--- src/pkg/pwm_bridge_defines.svh ---
// field positions, reset values and timing counts of the bridge modulator
// assumes it is included by bare name from the package and the design modules
`ifndef PWM_BRIDGE_DEFINES_SVH
`define PWM_BRIDGE_DEFINES_SVH

// control register reset value and field positions
`define PWB_CTRL_RST      8'h00
`define PWB_OUTMODE_HI    7
`define PWB_OUTMODE_LO    6
`define PWB_DUTYLSB_HI    5
`define PWB_DUTYLSB_LO    4
`define PWB_FUNC_HI       3
`define PWB_FUNC_LO       0
`define PWB_POL_AC_BIT    1
`define PWB_POL_BD_BIT    0

// function field encodings
`define PWB_FUNC_PWM      2'h3
`define PWB_FUNC_SPECIAL  4'hB

// timing: oscillator cycles per timer increment before prescaling
`define PWB_OSC_PER_TICK  4

// other reset values
`define PWB_DUTY_RST      10'h000
`define PWB_PERIOD_RST    8'h00
`define PWB_CMP_RST       16'h0000

`endif

--- src/pkg/pwm_bridge_pkg.sv ---
// types shared by the bridge modulator and its compare trigger
// assumes the defines header sits on the include path
`include "pwm_bridge_defines.svh"

package pwm_bridge_pkg;

  // output steering selected by the top two control bits
  typedef enum logic [1:0] {
    BR_SINGLE   = 2'b00,
    BR_FULL_FWD = 2'b01,
    BR_HALF     = 2'b10,
    BR_FULL_REV = 2'b11
  } bridge_mode_e;

endpackage : pwm_bridge_pkg

--- src/hdl/compare_trigger.sv ---
// compare timer with special-event trigger
// assumes enable, compare value and adc_enabled come from logic on mclk
`timescale 1ns/1ns
`include "pwm_bridge_defines.svh"
`default_nettype none

module compare_trigger
  import pwm_bridge_pkg::*;
(
  // clock and reset
  input  wire logic        mclk,
  input  wire logic        nrst,
  // configuration
  input  wire logic        enable,
  input  wire logic [15:0] cmp_value,
  input  wire logic [1:0]  prescale_sel,
  input  wire logic        adc_enabled,
  // events and state
  output var  logic        trig_irq,
  output var  logic        adc_start,
  output var  logic [15:0] timer_q
);

  logic [4:0]  pre_r;
  logic        tick;
  logic [15:0] timer_nxt;
  logic        fire;

  // prescale 1,2,4,8 on top of the fixed four oscillator cycles
  function automatic logic [4:0] cmp_pre_last(input logic [1:0] sel);
    cmp_pre_last = 5'((`PWB_OSC_PER_TICK << sel) - 1);
  endfunction : cmp_pre_last

  assign tick      = enable && (pre_r == cmp_pre_last(prescale_sel));
  assign timer_nxt = timer_q + 16'h0001;
  // match on compare value
  assign fire      = tick && (timer_nxt == cmp_value);

  // prescaler
  always_ff @(posedge mclk) begin
    if (!nrst || !enable || tick) begin
      pre_r <= 5'h00;
    end else begin
      pre_r <= pre_r + 5'h01;
    end
  end

  // timer cleared on match
  always_ff @(posedge mclk) begin
    if (!nrst || !enable) begin
      timer_q <= `PWB_CMP_RST;
    end else if (fire) begin
      timer_q <= 16'h0000;
    end else if (tick) begin
      timer_q <= timer_nxt;
    end
  end

  // interrupt and conversion start pulses
  always_ff @(posedge mclk) begin
    if (!nrst) begin
      trig_irq  <= 1'b0;
      adc_start <= 1'b0;
    end else begin
      trig_irq  <= fire;
      adc_start <= fire && adc_enabled;
    end
  end
endmodule : compare_trigger

`default_nettype wire

--- src/hdl/enhanced_pwm_bridge_output.sv ---
// ten-bit bridge pulse-width modulator with period timer and pin steering
// assumes software-side inputs are driven by logic on mclk, pins are tri-state
//
// Behaviour
// primary output carries a pulse-width waveform with ten-bit duty resolution.
// modulated signal can be routed onto any of four bridge outputs a to d; the code routes it to a, b or d only, never to c.
// modes single, half-bridge, full-bridge forward and full-bridge reverse.
// pairs a/c and b/d each independently active-high or active-low.
// period is (period limit + 1) * 4 * prescale oscillator cycles.
// duty is duty high byte joined with control bits 5:4 below.
// writing control with the modulation function enables output, keeping duty lsbs.
// special-event submode raises a trigger when compare timer reaches compare value.
// on that match raise interrupt, clear compare timer, start conversion if enabled.
// output active at period start, inactive when extended timer reaches duty.
// new duty takes effect only at the next period boundary.
`timescale 1ns/1ns
`include "pwm_bridge_defines.svh"
`default_nettype none

module enhanced_pwm_bridge_output
  import pwm_bridge_pkg::*;
(
  // clock and reset
  input  wire logic       mclk,
  input  wire logic       nrst,
  // control register write
  input  wire logic       ctrl_wr,
  input  wire logic [7:0] ctrl_wdata,
  // modulator settings
  input  wire logic [7:0] duty_high_byte,
  input  wire logic [7:0] period_limit_reg,
  input  wire logic [1:0] tmr_prescale_sel,
  // compare trigger settings
  input  wire logic [7:0] compare_low_byte,
  input  wire logic [7:0] compare_high_byte,
  input  wire logic [1:0] cmp_prescale_sel,
  input  wire logic       adc_enabled,
  // bridge pins
  output var  logic       bridge_out_a,
  output var  logic       bridge_out_b,
  output var  logic       bridge_out_c,
  output var  logic       bridge_out_d,
  output var  logic       bridge_oe_a,
  output var  logic       bridge_oe_b,
  output var  logic       bridge_oe_c,
  output var  logic       bridge_oe_d,
  // status and events
  output var  logic [7:0] module_control_reg,
  output var  logic [7:0] period_timer,
  output var  logic       module_irq,
  output var  logic       adc_start
);

  logic [7:0]   pre_r;
  logic [9:0]   duty_act_r;
  logic         mod_r;
  logic         pwm_en;
  logic         tick;
  logic         boundary;
  logic         period_start;
  logic [9:0]   duty_nxt;
  logic [9:0]   ext_timer;
  logic         ac_low;
  logic         bd_low;
  bridge_mode_e mode;

  // last prescaler count: 4, 16, 64 or 256 oscillator cycles per timer step
  function automatic logic [7:0] pre_last(input logic [1:0] sel);
    pre_last = 8'((`PWB_OSC_PER_TICK << (2 * sel)) - 1);
  endfunction : pre_last

  // two prescaler bits that extend the timer to ten bits
  function automatic logic [1:0] fine_bits(input logic [7:0] cnt, input logic [1:0] sel);
    unique case (sel)
      2'h0: fine_bits = cnt[1:0];
      2'h1: fine_bits = cnt[3:2];
      2'h2: fine_bits = cnt[5:4];
      2'h3: fine_bits = cnt[7:6];
    endcase
  endfunction : fine_bits

  assign pwm_en       = module_control_reg[`PWB_FUNC_HI:2] == `PWB_FUNC_PWM;
  assign mode         = bridge_mode_e'(module_control_reg[`PWB_OUTMODE_HI:`PWB_OUTMODE_LO]);
  assign ac_low       = module_control_reg[`PWB_POL_AC_BIT];
  assign bd_low       = module_control_reg[`PWB_POL_BD_BIT];
  assign tick         = pwm_en && (pre_r == pre_last(tmr_prescale_sel));
  assign boundary     = tick && (period_timer == period_limit_reg);
  assign period_start = pwm_en && (pre_r == 8'h00) && (period_timer == 8'h00);
  // ten-bit compare timer
  assign ext_timer    = {period_timer, fine_bits(pre_r, tmr_prescale_sel)};
  // duty from high byte and lsb field; a write in flight is seen at once
  assign duty_nxt     = {duty_high_byte, ctrl_wr ? ctrl_wdata[`PWB_DUTYLSB_HI:`PWB_DUTYLSB_LO]
                                                 : module_control_reg[`PWB_DUTYLSB_HI:`PWB_DUTYLSB_LO]};

  // control register written whole, lsbs stay with it
  always_ff @(posedge mclk) begin
    if (!nrst) begin
      module_control_reg <= `PWB_CTRL_RST;
    end else if (ctrl_wr) begin
      module_control_reg <= ctrl_wdata;
    end
  end

  // prescaler of four times the selected factor
  always_ff @(posedge mclk) begin
    if (!nrst || !pwm_en || tick) begin
      pre_r <= 8'h00;
    end else begin
      pre_r <= pre_r + 8'h01;
    end
  end

  // period timer wraps after the period limit
  always_ff @(posedge mclk) begin
    if (!nrst || !pwm_en || boundary) begin
      period_timer <= `PWB_PERIOD_RST;
    end else if (tick) begin
      period_timer <= period_timer + 8'h01;
    end
  end

  // duty buffered, reloaded only at a boundary or while idle
  always_ff @(posedge mclk) begin
    if (!nrst) begin
      duty_act_r <= `PWB_DUTY_RST;
    end else if (!pwm_en || boundary) begin
      duty_act_r <= duty_nxt;
    end
  end

  // set at period start, clear on duty match; duty above period gives 100 %
  always_ff @(posedge mclk) begin
    if (!nrst || !pwm_en) begin
      mod_r <= 1'b0;
    end else if (period_start) begin
      mod_r <= duty_act_r != 10'h000;
    end else if (ext_timer == duty_act_r) begin
      mod_r <= 1'b0;
    end
  end

  // pin steering, registered so every pin comes from a flip-flop
  // unused pins float; inactive bridge legs are driven to their off level
  // polarity applied per pair by xor with the low-active bits
  always_ff @(posedge mclk) begin
    if (!nrst || !pwm_en) begin
      {bridge_out_a, bridge_out_b, bridge_out_c, bridge_out_d} <= 4'h0;
      {bridge_oe_a, bridge_oe_b, bridge_oe_c, bridge_oe_d}     <= 4'h0;
    end else begin
      unique case (mode)
        BR_SINGLE: begin
          {bridge_out_a, bridge_out_b, bridge_out_c, bridge_out_d} <= {mod_r ^ ac_low, 3'h0};
          {bridge_oe_a, bridge_oe_b, bridge_oe_c, bridge_oe_d}     <= 4'h8;
        end
        BR_HALF: begin
          // no dead band: b is the plain complement of mod_r, each leg with its own pair polarity
          {bridge_out_a, bridge_out_b, bridge_out_c, bridge_out_d} <=
            {mod_r ^ ac_low, ~mod_r ^ bd_low, 2'h0};
          {bridge_oe_a, bridge_oe_b, bridge_oe_c, bridge_oe_d}     <= 4'hC;
        end
        BR_FULL_FWD: begin
          {bridge_out_a, bridge_out_b, bridge_out_c, bridge_out_d} <=
            {~ac_low, bd_low, ac_low, mod_r ^ bd_low};
          {bridge_oe_a, bridge_oe_b, bridge_oe_c, bridge_oe_d}     <= 4'hF;
        end
        BR_FULL_REV: begin
          {bridge_out_a, bridge_out_b, bridge_out_c, bridge_out_d} <=
            {ac_low, mod_r ^ bd_low, ~ac_low, bd_low};
          {bridge_oe_a, bridge_oe_b, bridge_oe_c, bridge_oe_d}     <= 4'hF;
        end
      endcase
    end
  end

  // compare special-event trigger
  compare_trigger u_cmp (
    .mclk         (mclk),
    .nrst         (nrst),
    .enable       (module_control_reg[`PWB_FUNC_HI:`PWB_FUNC_LO] == `PWB_FUNC_SPECIAL),
    .cmp_value    ({compare_high_byte, compare_low_byte}),
    .prescale_sel (cmp_prescale_sel),
    .adc_enabled  (adc_enabled),
    .trig_irq     (module_irq),
    .adc_start    (adc_start),
    .timer_q      ()
  );

  // helper: cycles since last boundary, valid while settings stay fixed
  logic [17:0] since_r;
  logic [17:0] exp_len;
  logic        len_ok_r;
  logic [7:0]  per_q;
  logic [1:0]  sel_q;
  assign exp_len = ({10'h000, period_limit_reg} + 18'h00001) *
                   ({10'h000, pre_last(tmr_prescale_sel)} + 18'h00001);
  always_ff @(posedge mclk) begin
    per_q <= period_limit_reg;
    sel_q <= tmr_prescale_sel;
    since_r <= (!nrst || boundary) ? 18'h00000 : since_r + 18'h00001;
    if (!nrst || !pwm_en || per_q != period_limit_reg || sel_q != tmr_prescale_sel) begin
      len_ok_r <= 1'b0;
    end else if (boundary) begin
      len_ok_r <= 1'b1;
    end
  end
endmodule : enhanced_pwm_bridge_output

`default_nettype wire

--- config.mk ---
export PLATFORM = sky130hd
export DESIGN_NAME = enhanced_pwm_bridge_output
export DESIGN_NICKNAME = d
export VERILOG_FILES = /design/src/pkg/pwm_bridge_pkg.sv /design/src/hdl/compare_trigger.sv /design/src/hdl/enhanced_pwm_bridge_output.sv
export VERILOG_INCLUDE_DIRS = /design/src /design/src/pkg
export SDC_FILE = /design/constraint.sdc
export NUM_CORES = 1
export LEC_CHECK = 0
export BUFFER_PORTS_ARGS = -buffer_cell sky130_fd_sc_hd__buf_2
export CAP_MARGIN = 25
export CORE_MARGIN = 5
export CORE_UTILIZATION = 30
export CTS_BUF_LIST = sky130_fd_sc_hd__clkbuf_4 sky130_fd_sc_hd__clkbuf_8 sky130_fd_sc_hd__clkbuf_16
export CTS_CLUSTER_DIAMETER = 200
export DETAILED_ROUTE_END_ITERATION = 6
export PLACE_DENSITY = 0.49
export SLEW_MARGIN = 20
export SYNTH_ARGS = -nofsm -noshare
export SYNTH_HDL_FRONTEND = slang
export SYNTH_SLANG_ARGS = --single-unit
--- constraint.sdc ---
create_clock -name mclk -period 7.8 [get_ports mclk]
set_clock_uncertainty 0.2 [all_clocks]
set_input_delay 1.56 -clock mclk [delete_from_list [all_inputs] [get_ports mclk]]
set_output_delay 1.56 -clock mclk [all_outputs]
set_load 0.05 [all_outputs]
## Word level (Yosys, flattened, before mapping)

Cells that the tools add are included.

- Bitwise operators: 5
- Add/sub/neg operators: 6
- Eq/ne operators: 13
- Reductions and logical operators: 27
- Shift-type cells: 2
- Muxes and demuxes: 11

Operators with widths:

| kind | number |
|---|---|
| adder 16 x 1 -> 16 bit (second input constant) | 1 |
| adder 8 x 1 -> 8 bit (second input constant) | 2 |
| equality test 16 bit | 1 |
| equality test 8 bit | 2 |
| logical NOT 8 bit | 2 |
| equality test 10 bit | 1 |
| equality test 2 bit (second input constant) | 5 |
| nonzero test 10 bit | 1 |
| case mux 1 bit (3 select lines) | 3 |
| case mux 2 bit (4 select lines) | 1 |
| left shift 3 x 3 -> 8 bit (first input constant) | 1 |
| subtractor 8 x 2 -> 8 bit (second input constant) | 1 |
| logical AND 1 bit | 7 |
| logical OR 1 bit | 6 |
| OR reduction 2 bit | 3 |
| adder 5 x 1 -> 5 bit (second input constant) | 1 |
| equality test 5 bit | 1 |
| left shift 3 x 2 -> 5 bit (first input constant) | 1 |
| subtractor 5 x 2 -> 5 bit (second input constant) | 1 |
| equality test 2 x 1 -> 1 bit (second input constant) | 2 |
| equality test 4 bit (second input constant) | 1 |
| logical NOT 2 bit | 2 |
| case mux 1 bit (2 select lines) | 2 |
| case mux 1 bit (4 select lines) | 1 |
| 8 further kinds | 15 |

- Bits of input ports: 48
- Output and inout bits: 26
- Bits in registers: 65
- Word-level logic and storage cells: 80

## Depth between registers and ports, before layout

Gate-level depths: netlist (run 1).

- Depth after elaboration: 6
- Mapped depth: 10
- Gate-level depth less buffers: 8

## Modules after synthesis

From an unflattened synthesis (run 1), not the netlist that was laid out.

- Cells, all modules: 456
- Area total of the unflattened synthesis: 4011.3 µm²

By module, submodules not included:

| module | seq. area each (µm²) | times used | area an instance (µm²) | cells an instance |
|---|---|---|---|---|
| enhanced_pwm_bridge_output | 840.8 | 1 | 2207.1 | 244 |
| compare_trigger | 460.4 | 1 | 1804.2 | 212 |

## Worst setup path before layout (run 1)

OpenSTA, ideal clock, no wires.

- Path type: input to register
- From: input tmr_prescale_sel[1]
- To: register duty_act_r[2]
- Arrival time: 3.550 ns
- Slack: 3.933 ns
- Library setup time: 0.116 ns
- Required time: 7.484 ns
- Buffers on the path: 2
- Cell stages on the path: 10
- Path through: buf_6 or2_4 ha_1 xnor2_1 a2111oi_4 nand3_2 and3_4 buf_6 mux2i_1 nor2b_1

- Cells in the longest elaborated chain, start to end: 6

Ends and longest elaborated chain:

| element | RTL line | RTL |
|---|---|---|
| start, declared | enhanced_pwm_bridge_output.sv:32 | `input wire logic [1:0] tmr_prescale_sel,` |
| left shift 3 x 3 -> 8 bit (no source line) | n/a |  |
| subtractor 8 x 2 -> 8 bit | n/a |  |
| equality test 8 bit | enhanced_pwm_bridge_output.sv:86 | `assign tick = pwm_en && (pre_r == pre_last(tmr_prescale_sel));` |
| logical AND 1 bit | enhanced_pwm_bridge_output.sv:86 |  |
| logical AND 1 bit | enhanced_pwm_bridge_output.sv:87 | `assign boundary = tick && (period_timer == period_limit_reg);` |
| logical OR 1 bit | enhanced_pwm_bridge_output.sv:126 | `end else if (!pwm_en \|\| boundary) begin` |
| end signal, assigned | enhanced_pwm_bridge_output.sv:125 | `` duty_act_r <= `PWB_DUTY_RST; `` |
| end signal, assigned | enhanced_pwm_bridge_output.sv:127 | `duty_act_r <= duty_nxt;` |
| end, declared | enhanced_pwm_bridge_output.sv:55 | `logic [9:0] duty_act_r;` |

No other way between the ends.
A chain may end at the register's enable or synchronous reset.

## Final worst setup path (run 1)

- From: input cmp_prescale_sel[0]
- To: register u_cmp.adc_start

- Cells in the longest elaborated chain, start to end: 6

Ends and longest elaborated chain:

| element | RTL line | RTL |
|---|---|---|
| start, declared | enhanced_pwm_bridge_output.sv:36 | `input wire logic [1:0] cmp_prescale_sel,` |
| left shift 3 x 2 -> 5 bit (no source line) | n/a |  |
| subtractor 5 x 2 -> 5 bit | compare_trigger.sv:31 | `` cmp_pre_last = 5'((`PWB_OSC_PER_TICK << sel) - 1); `` |
| equality test 5 bit | compare_trigger.sv:34 | `assign tick = enable && (pre_r == cmp_pre_last(prescale_sel));` |
| logical AND 1 bit | compare_trigger.sv:34 |  |
| logical AND 1 bit | compare_trigger.sv:37 | `assign fire = tick && (timer_nxt == cmp_value);` |
| logical AND 1 bit | compare_trigger.sv:66 | `adc_start <= fire && adc_enabled;` |
| end signal, assigned | compare_trigger.sv:66 |  |
| end, declared | compare_trigger.sv:20 | `output var logic adc_start,` |

No other way between the ends.

==> results_dict.tcl, run 1 <==
set metrics [dict create \
    critPathCaptureType "register" \
    r2r_start "u_cmp.timer_q[0]" \
    h-tree-depth 3 \
    grt_pass1_wl_microns 14200 \
    cts_tree "done" \
    syn-num-nets 471 \
    cp_cell_sequence "buf_2 -> or2_2 -> a2111oi_0 -> o211ai_2 -> a2111oi_4 -> and3_1" \
    yosys.area.top_type "dfxtp_1" \
    synth-edff-count 0 \
    antenna_cells 0 \
    critPathKind "input port to register" \
    path_max_fanout 19 \
    dr.pass1.iters 4 \
    use_met3_pct 3.39 \
    path_clk_slew_ns 0.06 \
    cts_buffers 9 \
    start_util_pct 30.5 \
    io_pins 74 \
    max_freq_mhz 255 \
    fin_setup_tns_ns 0 \
    grt_pass1_vias 2894 \
    met2_usage_pct 19.3 \
    power.static_leakage_nw 1.90 \
    hold_path.class "register to register" \
    outcome "complete, no violations" \
    core-area_sq_mm 0.0119 \
    via_per_inst 4.71 \
    critPathMaxStageDelay_ns 0.89 \
    postCtsResizedCells 0 \
    p_sw_mw 0.197 \
    crit_slowest_cell "a2111oi_4" \
    cts_hold_buf 0 \
    final_cell_count_no_fill 631 \
    yosysMostFrequentCell "dfxtp_1" \
    period_minus_slack_ns 3.93 \
    maxSlewViolCount 0 \
    final-seq-area_sq_mm 0.00130 \
    grt.met1_usage_pct 15.7 \
    multi_input_area_sq_mm 0.00218 \
    cp-start-kind "input port" \
    worstHoldStart "u_cmp.pre_r[0]" \
    overflow 0 \
    post-route-period-util_pct 50.4 \
    grtUsageTotal_pct 12.2 \
    total_power_mw 0.781 \
    seq_power_share_pct 44.1 \
    async_flop_share_pct 0 \
    ir_worst_vdd_uv 86.6 \
    routabilityCongestion 0.833 \
    post-cts-setup-buffers 0 \
    hold_violations 0 \
    combPwrFrac_pct 7.9 \
    dpl-instance-area_sq_mm 0.00407 \
    synthesis.area_sq_mm 0.00363 \
    synth.top_cell.area_share_pct 35.9 \
    wirelength_microns 8560 \
    fp.dieArea_sq_mm 0.0144 \
    yosys_warnings 0 \
    cap_violations 0 \
    final_net_count 535 \
    io_buffers 73 \
    tightest_slew_ns 0.972 \
    clkPwrFrac_pct 47.9 \
    relSlewSlack_pct 35.2 \
    rsz0062_at_grt "false" \
    setup_viol 0 \
    layout-drive-gt1-share_pct 21.1 \
    ys_seq_area_share_pct 35.9 \
    vias 2975 \
    critPathTopFamily "compound AO/OA/AOI/OAI gates" \
    ant_nets 0 \
    required_ns 7.87 \
    ys.flop_type "dfxtp_1" \
    critPathLaunch "cmp_prescale_sel[0]" \
    drtIter0Drc 213 \
    dp_hpwl_microns 6500 \
    setup_ws_ns 3.87 \
    clock_latency_ns 0.33 \
    syn_inst 415 \
    post-place-ws_ns 3.48 \
    synth_area_leaders "dfxtp_1 36%, xor2_1 13%, xnor2_1 7.0%" \
    reg_top3 "u_cmp.timer_q x16, duty_act_r x10" \
    avgRoutedWirePerCell_microns 13.6 \
    dp.cells 615 \
    cts_root_buf "clkbuf_16" \
    grt_max_degree 21 \
    synth.avg_cell_area_sq_um 8.74 \
    ys_types 48 \
    dieWidth_microns 120 \
    synth_common_cells "65 x dfxtp_1, 60 x nor2_1, 54 x xor2_1, 30 x nand2_1, 29 x xnor2_1" \
    antenna_found_initial 0 \
    nFillCells 1257 \
    largest_reg_flops 16 \
    cts.sinks 65 \
    p_int_mw 0.584 \
    worstPathArrival_ns 4.00 \
    drc 0 \
    die_h_microns 120 \
    crit_buf_inv 1 \
    cts.path.max_buffers 2 \
    utilization_pct 36.5 \
    final_cell_area_sq_mm 0.00435 \
    ys_seq_elements 65 \
    swShare_pct 25.2 \
    hold_slack_ns 0.251 \
    area_growth_pct 19.9 \
    rows 40 \
    powerDensity_mw_per_mm2 180 \
    grt.busiest_layer "met2" \
    top_register "u_cmp.timer_q" \
]
final timing paths:
kind / end / slack (ns) / depth (start not counted)
max: u_cmp.adc_start / 3.87 / 6
min: u_cmp.pre_r[0] / 0.25 / 1
max reg2reg: u_cmp.adc_start / 4.61 / 8
min reg2reg: u_cmp.pre_r[0] / 0.25 / 1
per-layer routing:
metal	part of all wire [%]	up-vias
met4	1.6	0
met5	0	-
met1	47	1386
met2	47	57
li1	-	1521
met3	4.3	11
cell type report:
class,instances,area share [%]
Tap cell,147,4.23
Clock inverter,7,1.24
Multi-Input combinational cell,319,50.1
Sequential cell,65,29.9
Timing Repair Buffer,73,8.40
Inverter,11,0.949
Clock buffer,9,5.18
power groups by stage:
stage / logic, mW / clock network (mW) / registers [mW]
floorplan: 0.0338 / 0 / 0.359
global placement: 0.0610 / 0 / 0.352
detailed placement: 0.0625 / 0 / 0.352
CTS: 0.0628 / 0.389 / 0.345
global route: 0.0681 / 0.404 / 0.346
finish: 0.0620 / 0.374 / 0.345
logic make-up (layout without fill, tap and decap cells):
kind of cell / count (synthesis) / count (layout) / synth area share, %
and+or+nand+nor: 182 / 182 / 25.8
xor gates and xnor gates: 83 / 83 / 20.0
DFF: 65 / 65 / 35.9
buffers and inverters: 31 / 100 / 4.04
AOI/OAI and AO/OA: 28 / 28 / 6.11
muxes: 18 / 18 / 5.42
adders and majority gates: 8 / 8 / 2.76
cell usage in the layout (no fill, tap or decap), drive strengths merged, types with 12 or more instances in the layout:
master and instances:
a21oi 12, buf 73, dfxtp 65, inv 14
mux2i 17, nand2 30, nand3 19, nor2 60
nor2b 17, xnor2 29, xor2 54
No activity file was read; power rests on OpenSTA's default activity.
==> inputs of run 2 (changes only) <==
==> constraint.sdc (replaced) <==
create_clock -name mclk -period 3.9 [get_ports mclk]
set_clock_uncertainty 0.2 [all_clocks]
set_input_delay 0.78 -clock mclk [delete_from_list [all_inputs] [get_ports mclk]]
set_output_delay 0.78 -clock mclk [all_outputs]
set_load 0.05 [all_outputs]
==> run 2 against run 1 <==
Total power increased by 140%. Sequential power increased by 100%. Clock power rose to 2.8 times the previous value. Final area up 3.1%. Global-route usage rose by 0.39 points. Worst hold slack lost 0.00085 ns. Cell count grew 0.48%. Count of clock-buffer cells in the layout is the same. Setup slack got worse by 3.0 ns. Core utilization up 1.1 points. Combinational power up 98%.
==> results_dict.tcl, run 2 (synthesis results as in run 1) <==
set metrics [dict create \
    layout-drive-gt1-share_pct 21.6 \
    io_pins 74 \
    rsz0062_at_grt "false" \
    hold_path.class "register to register" \
    critPathCaptureType "register" \
    path_max_fanout 11 \
    grt_max_degree 21 \
    period_minus_slack_ns 3.04 \
    grtUsageTotal_pct 12.6 \
    avgRoutedWirePerCell_microns 13.8 \
    die_h_microns 120 \
    core-area_sq_mm 0.0119 \
    io_buffers 73 \
    critPathMaxStageDelay_ns 0.56 \
    clkPwrFrac_pct 56.5 \
    wirelength_microns 8740 \
    cp_cell_sequence "ha_1 -> and3_1 -> nand3_4 -> nor4b_1 -> o211a_1 -> o2111ai_1 -> a2111oi_4 -> buf_4 -> nor2_1" \
    ant_nets 0 \
    seq_power_share_pct 36.9 \
    top_register "u_cmp.timer_q" \
    maxSlewViolCount 0 \
    layout_commonest_cell "buf_2" \
    post-place-ws_ns 0.786 \
    antenna_cells 0 \
    path_clk_slew_ns 0.06 \
    utilization_pct 37.7 \
    grt_pass1_wl_microns 14400 \
    post-cts-setup-buffers 0 \
    drtIter0Drc 143 \
    max_freq_mhz 329 \
    tightest_slew_ns 0.616 \
    h-tree-depth 3 \
    drc 0 \
    cts_tree "done" \
    dr.pass1.iters 4 \
    worstPathArrival_ns 3.06 \
    fin_setup_tns_ns 0 \
    cts_hold_buf 0 \
    nFillCells 1211 \
    grt_pass1_vias 2918 \
    required_ns 3.92 \
    largest_reg_flops 16 \
    antenna_found_initial 0 \
    crit_slowest_cell "a2111oi_4" \
    critPathTopFamily "compound AO/OA/AOI/OAI gates" \
    postCtsResizedCells 0 \
    final_cell_mix "73 x buf_2, 65 x dfxtp_1, 60 x nor2_1" \
    p_int_mw 1.49 \
    cts_buffers 9 \
    dp_hpwl_microns 6680 \
    routabilityCongestion 0.823 \
    relSlewSlack_pct 58.9 \
    cts.sinks 65 \
    vias 2991 \
    overflow 0 \
    combPwrFrac_pct 6.6 \
    cts_root_buf "clkbuf_16" \
    via_per_inst 4.72 \
    ir_worst_vdd_uv 207 \
    fp.dieArea_sq_mm 0.0144 \
    outcome "complete, no violations" \
    cap_violations 0 \
    dieWidth_microns 120 \
    cp-start-kind "register" \
    power.static_leakage_nw 1.97 \
    area_growth_pct 23.7 \
    final_net_count 538 \
    clock_latency_ns 0.33 \
    reg_top3 "u_cmp.timer_q x16, duty_act_r x10" \
    swShare_pct 20.5 \
    p_sw_mw 0.384 \
    setup_viol 0 \
    cts.path.max_buffers 2 \
    start_util_pct 30.5 \
    setup_ws_ns 0.863 \
    crit_buf_inv 1 \
    post-route-period-util_pct 77.9 \
    hold_violations 0 \
    critPathKind "register to register" \
    rows 40 \
    powerDensity_mw_per_mm2 417 \
]
[run 2: changes by cell type in the layout (fill, tap and decap cells not counted), sizes merged]
cell	previous run	this run
inv	14	11
clkinvlp	3	1
buf	73	76
bufinv	0	5
[run 2: per-layer routing]
layer | share of wire (%) | track usage, % | wire length [microns]
met5 | 0 | 0 | 0
met4 | 1.5 | 4.94 | 135
met3 | 5.4 | 3.44 | 474
met2 | 49 | 20.9 | 4290
met1 | 44 | 15.6 | 3850
[run 2: cell type report]
class / instances / area, sq um / area share (%)
Tap cell: 147 / 184 / 4.10
Clock buffer: 9 / 225 / 5.02
Clock inverter: 7 / 166 / 3.71
Sequential cell: 65 / 1300 / 29.0
Inverter: 11 / 41.3 / 0.921
Multi-Input combinational cell: 319 / 2180 / 48.6
Timing Repair Buffer: 76 / 388 / 8.65
[run 2: power by group through the flow]
stage / logic [mW] / registers [mW] / clock network, mW
after floorplan: 0.0676 / 0.717 / 0
after global placement: 0.123 / 0.705 / 0
after detailed placement: 0.125 / 0.705 / 0
after CTS: 0.125 / 0.691 / 1.08
after global routing: 0.135 / 0.692 / 1.12
final: 0.123 / 0.690 / 1.06
[run 2: worst register-to-register path, stage by stage (launching register included)]
cell	delay, ns
dfxtp_1	0.44
ha_1	0.26
and3_1	0.28
nand3_4	0.13
nor4b_1	0.30
o211a_1	0.21
o2111ai_1	0.18
a2111oi_4	0.56
buf_4	0.29
nor2_1	0.07
[run 2: stage by stage]
stage               cell area, sq um  power [mW]  hold slack (ns)  cells
finish                          4490        1.87            0.250    634
global route                    4490        1.94            0.275    634
CTS                             4490        1.90            0.252    634
detailed placement              4090       0.830            0.243    618
global placement                4090       0.827            0.234    618
floorplan                       3630       0.785            0.218    415
[run 2: worst paths after layout]
path / start / to / slack [ns] / cells after the start
worst max-delay path: u_cmp.timer_q[0] / u_cmp.timer_q[7] / 0.86 / 9
worst min-delay path: u_cmp.pre_r[0] / u_cmp.pre_r[0] / 0.25 / 1
worst max register to register: u_cmp.timer_q[0] / u_cmp.timer_q[7] / 0.86 / 9
worst min register to register: u_cmp.pre_r[0] / u_cmp.pre_r[0] / 0.25 / 1
==> inputs of run 3 (changes only) <==
==> constraint.sdc (replaced) <==
create_clock -name mclk -period 2.9 [get_ports mclk]
set_clock_uncertainty 0.2 [all_clocks]
set_input_delay 0.58 -clock mclk [delete_from_list [all_inputs] [get_ports mclk]]
set_output_delay 0.58 -clock mclk [all_outputs]
set_load 0.05 [all_outputs]
==> run 3 against run 2 <==
Clock power rose by 6%. Critical path depth did not move. Final area fell by 0.31%. Flip-flop and latch count did not move. Global-route usage fell by 0.45 points. First-iteration DRC count rose by 20%. Critical path type unchanged. Critical endpoint is now u_cmp.timer_q[8]. Largest power group unchanged.
==> results_dict.tcl, run 3 (synthesis results as in run 1) <==
set metrics [dict create \
    outcome "complete, no violations" \
    powerDensity_mw_per_mm2 494 \
    drtIter0Drc 171 \
    layout_commonest_cell "buf_2" \
    antenna_found_initial 0 \
    max_freq_mhz 383 \
    start_util_pct 30.5 \
    p_sw_mw 0.474 \
    multi_input_area_sq_mm 0.00218 \
    top_register "u_cmp.timer_q" \
    worstPathArrival_ns 2.62 \
    path_clk_slew_ns 0.05 \
    rows 40 \
    post-route-period-util_pct 90.0 \
    reg_top3 "u_cmp.timer_q x16, duty_act_r x10" \
    critPathCaptureType "register" \
    hold_path.class "register to register" \
    r2r_start "u_cmp.timer_q[1]" \
    ir_worst_vdd_uv 240 \
    drc 0 \
    cts.sinks 65 \
    final_net_count 548 \
    crit_slowest_cell "a2111oi_4" \
    cts_buffers 9 \
    largest_reg_flops 16 \
    period_minus_slack_ns 2.61 \
    final_cell_count_no_fill 642 \
    setup_viol 0 \
    grt_max_degree 21 \
    final-seq-area_sq_mm 0.00130 \
    antenna_cells 0 \
    relSlewSlack_pct 61.8 \
    required_ns 2.91 \
    avgRoutedWirePerCell_microns 13.3 \
    cts.path.max_buffers 2 \
    routabilityCongestion 0.826 \
    postCtsResizedCells 0 \
    final_cell_mix "73 x buf_2, 65 x dfxtp_1, 60 x nor2_1" \
    nFillCells 1213 \
    io_buffers 73 \
    cts_tree "done" \
    dpl-instance-area_sq_mm 0.00417 \
    r2r_slack_ns 0.29 \
    cap_violations 0 \
    power.static_leakage_nw 1.99 \
    cts_root_buf "clkbuf_16" \
    critPathMaxStageDelay_ns 0.41 \
    worstHoldStart "u_cmp.pre_r[0]" \
    fin_setup_tns_ns 0 \
    grt_pass1_vias 3030 \
    ant_nets 0 \
    critPathKind "register to register" \
    clock_latency_ns 0.32 \
    overflow 0 \
    die_h_microns 120 \
    reg2reg_depth 9 \
    hold_depth 1 \
    hold_violations 0 \
    layout-drive-gt1-share_pct 22.8 \
    fp.dieArea_sq_mm 0.0144 \
    area_growth_pct 23.3 \
    dieWidth_microns 120 \
    wirelength_microns 8530 \
    swShare_pct 21.5 \
    dp_hpwl_microns 6640 \
    rsz0062_at_grt "false" \
    post-cts-setup-buffers 0 \
    h-tree-depth 3 \
    clkPwrFrac_pct 50.5 \
    p_int_mw 1.74 \
    cp-start-kind "register" \
    cp_cell_sequence "ha_1 -> and3_1 -> nand3_4 -> nor4b_1 -> o211a_1 -> o2111ai_1 -> a2111oi_4 -> buf_4 -> nor2_1" \
    seq_power_share_pct 42.0 \
    core-area_sq_mm 0.0119 \
    dr.pass1.iters 5 \
    tightest_slew_ns 0.574 \
    dp.cells 628 \
    via_per_inst 4.72 \
    vias 3029 \
    maxSlewViolCount 0 \
    whs_endpoint "u_cmp.pre_r[0]" \
    path_max_fanout 9 \
    final_cell_area_sq_mm 0.00447 \
    grtUsageTotal_pct 12.2 \
    combPwrFrac_pct 7.5 \
    grt_pass1_wl_microns 14300 \
    cts_hold_buf 0 \
    io_pins 74 \
    rr_endpoint "u_cmp.timer_q[8]" \
]
==> run 3: cell count changes in the layout (fill, tap and decap cells not counted), sizes merged <==
cell / before / now
buf: 76 / 86
bufinv: 5 / 2
clkbuf: 9 / 10
clkinv: 1 / 2
clkinvlp: 1 / 0
==> run 3: worst max-delay path by stage <==
stage | startpoint | end | depth (start not counted)
after CTS | u_cmp.timer_q[0] | u_cmp.timer_q[8] | 9
final | u_cmp.timer_q[1] | u_cmp.timer_q[8] | 9
after global routing | u_cmp.timer_q[0] | u_cmp.timer_q[9] | 9
after detailed placement | tmr_prescale_sel[1] | duty_act_r[6] | 9
after global placement | cmp_prescale_sel[0] | u_cmp.timer_q[14] | 9
after floorplan | tmr_prescale_sel[1] | duty_act_r[2] | 10
==> run 3: metal layers <==
metal | track usage [%] | share of wire [%]
met1 | 15.0 | 45
met2 | 20.1 | 46
met5 | 0 | 0
met3 | 3.02 | 5.6
met4 | 5.44 | 2.7
==> run 3: worst max-delay path, delay by kind of cell, from the launching register on <==
| kind | cells | cell delay [ns] |
|---|---|---|
| AOI/OAI and AO/OA | 3 | 0.77 |
| and+or+nand+nor | 4 | 0.71 |
| DFF | 1 | 0.39 |
| buffers and inverters | 1 | 0.24 |
| adders and majority gates | 1 | 0.19 |
==> run 3: layout make-up <==
type / count / area share (%)
Multi-Input combinational cell: 319 / 48.7
Sequential cell: 65 / 29.1
Timing Repair Buffer: 86 / 10.4
Clock buffer: 10 / 5.20
Tap cell: 147 / 4.11
Clock inverter: 4 / 1.57
Inverter: 11 / 0.923
==> run 3: power groups by stage <==
stage	clock, mW	combinational (mW)	sequential, mW
after floorplan	0	0.0909	0.964
after global placement	0	0.166	0.948
after detailed placement	0	0.169	0.948
after CTS	1.15	0.169	0.929
after global routing	1.19	0.185	0.931
final	1.12	0.166	0.929
==> run 3: metrics by stage <==
step | setup slack (ns) | hold slack [ns] | utilization, % | power [mW]
2_1_floorplan | 0.0135 | 0.218 | - | 1.06
3_3_place_gp | 0.134 | 0.235 | 35.0 | 1.11
3_5_place_dp | 0.0438 | 0.241 | 35.0 | 1.12
4_1_cts | 0.254 | 0.248 | 37.5 | 2.24
5_1_grt | 0.103 | 0.278 | 37.5 | 2.30
6_report | 0.290 | 0.244 | 37.5 | 2.21
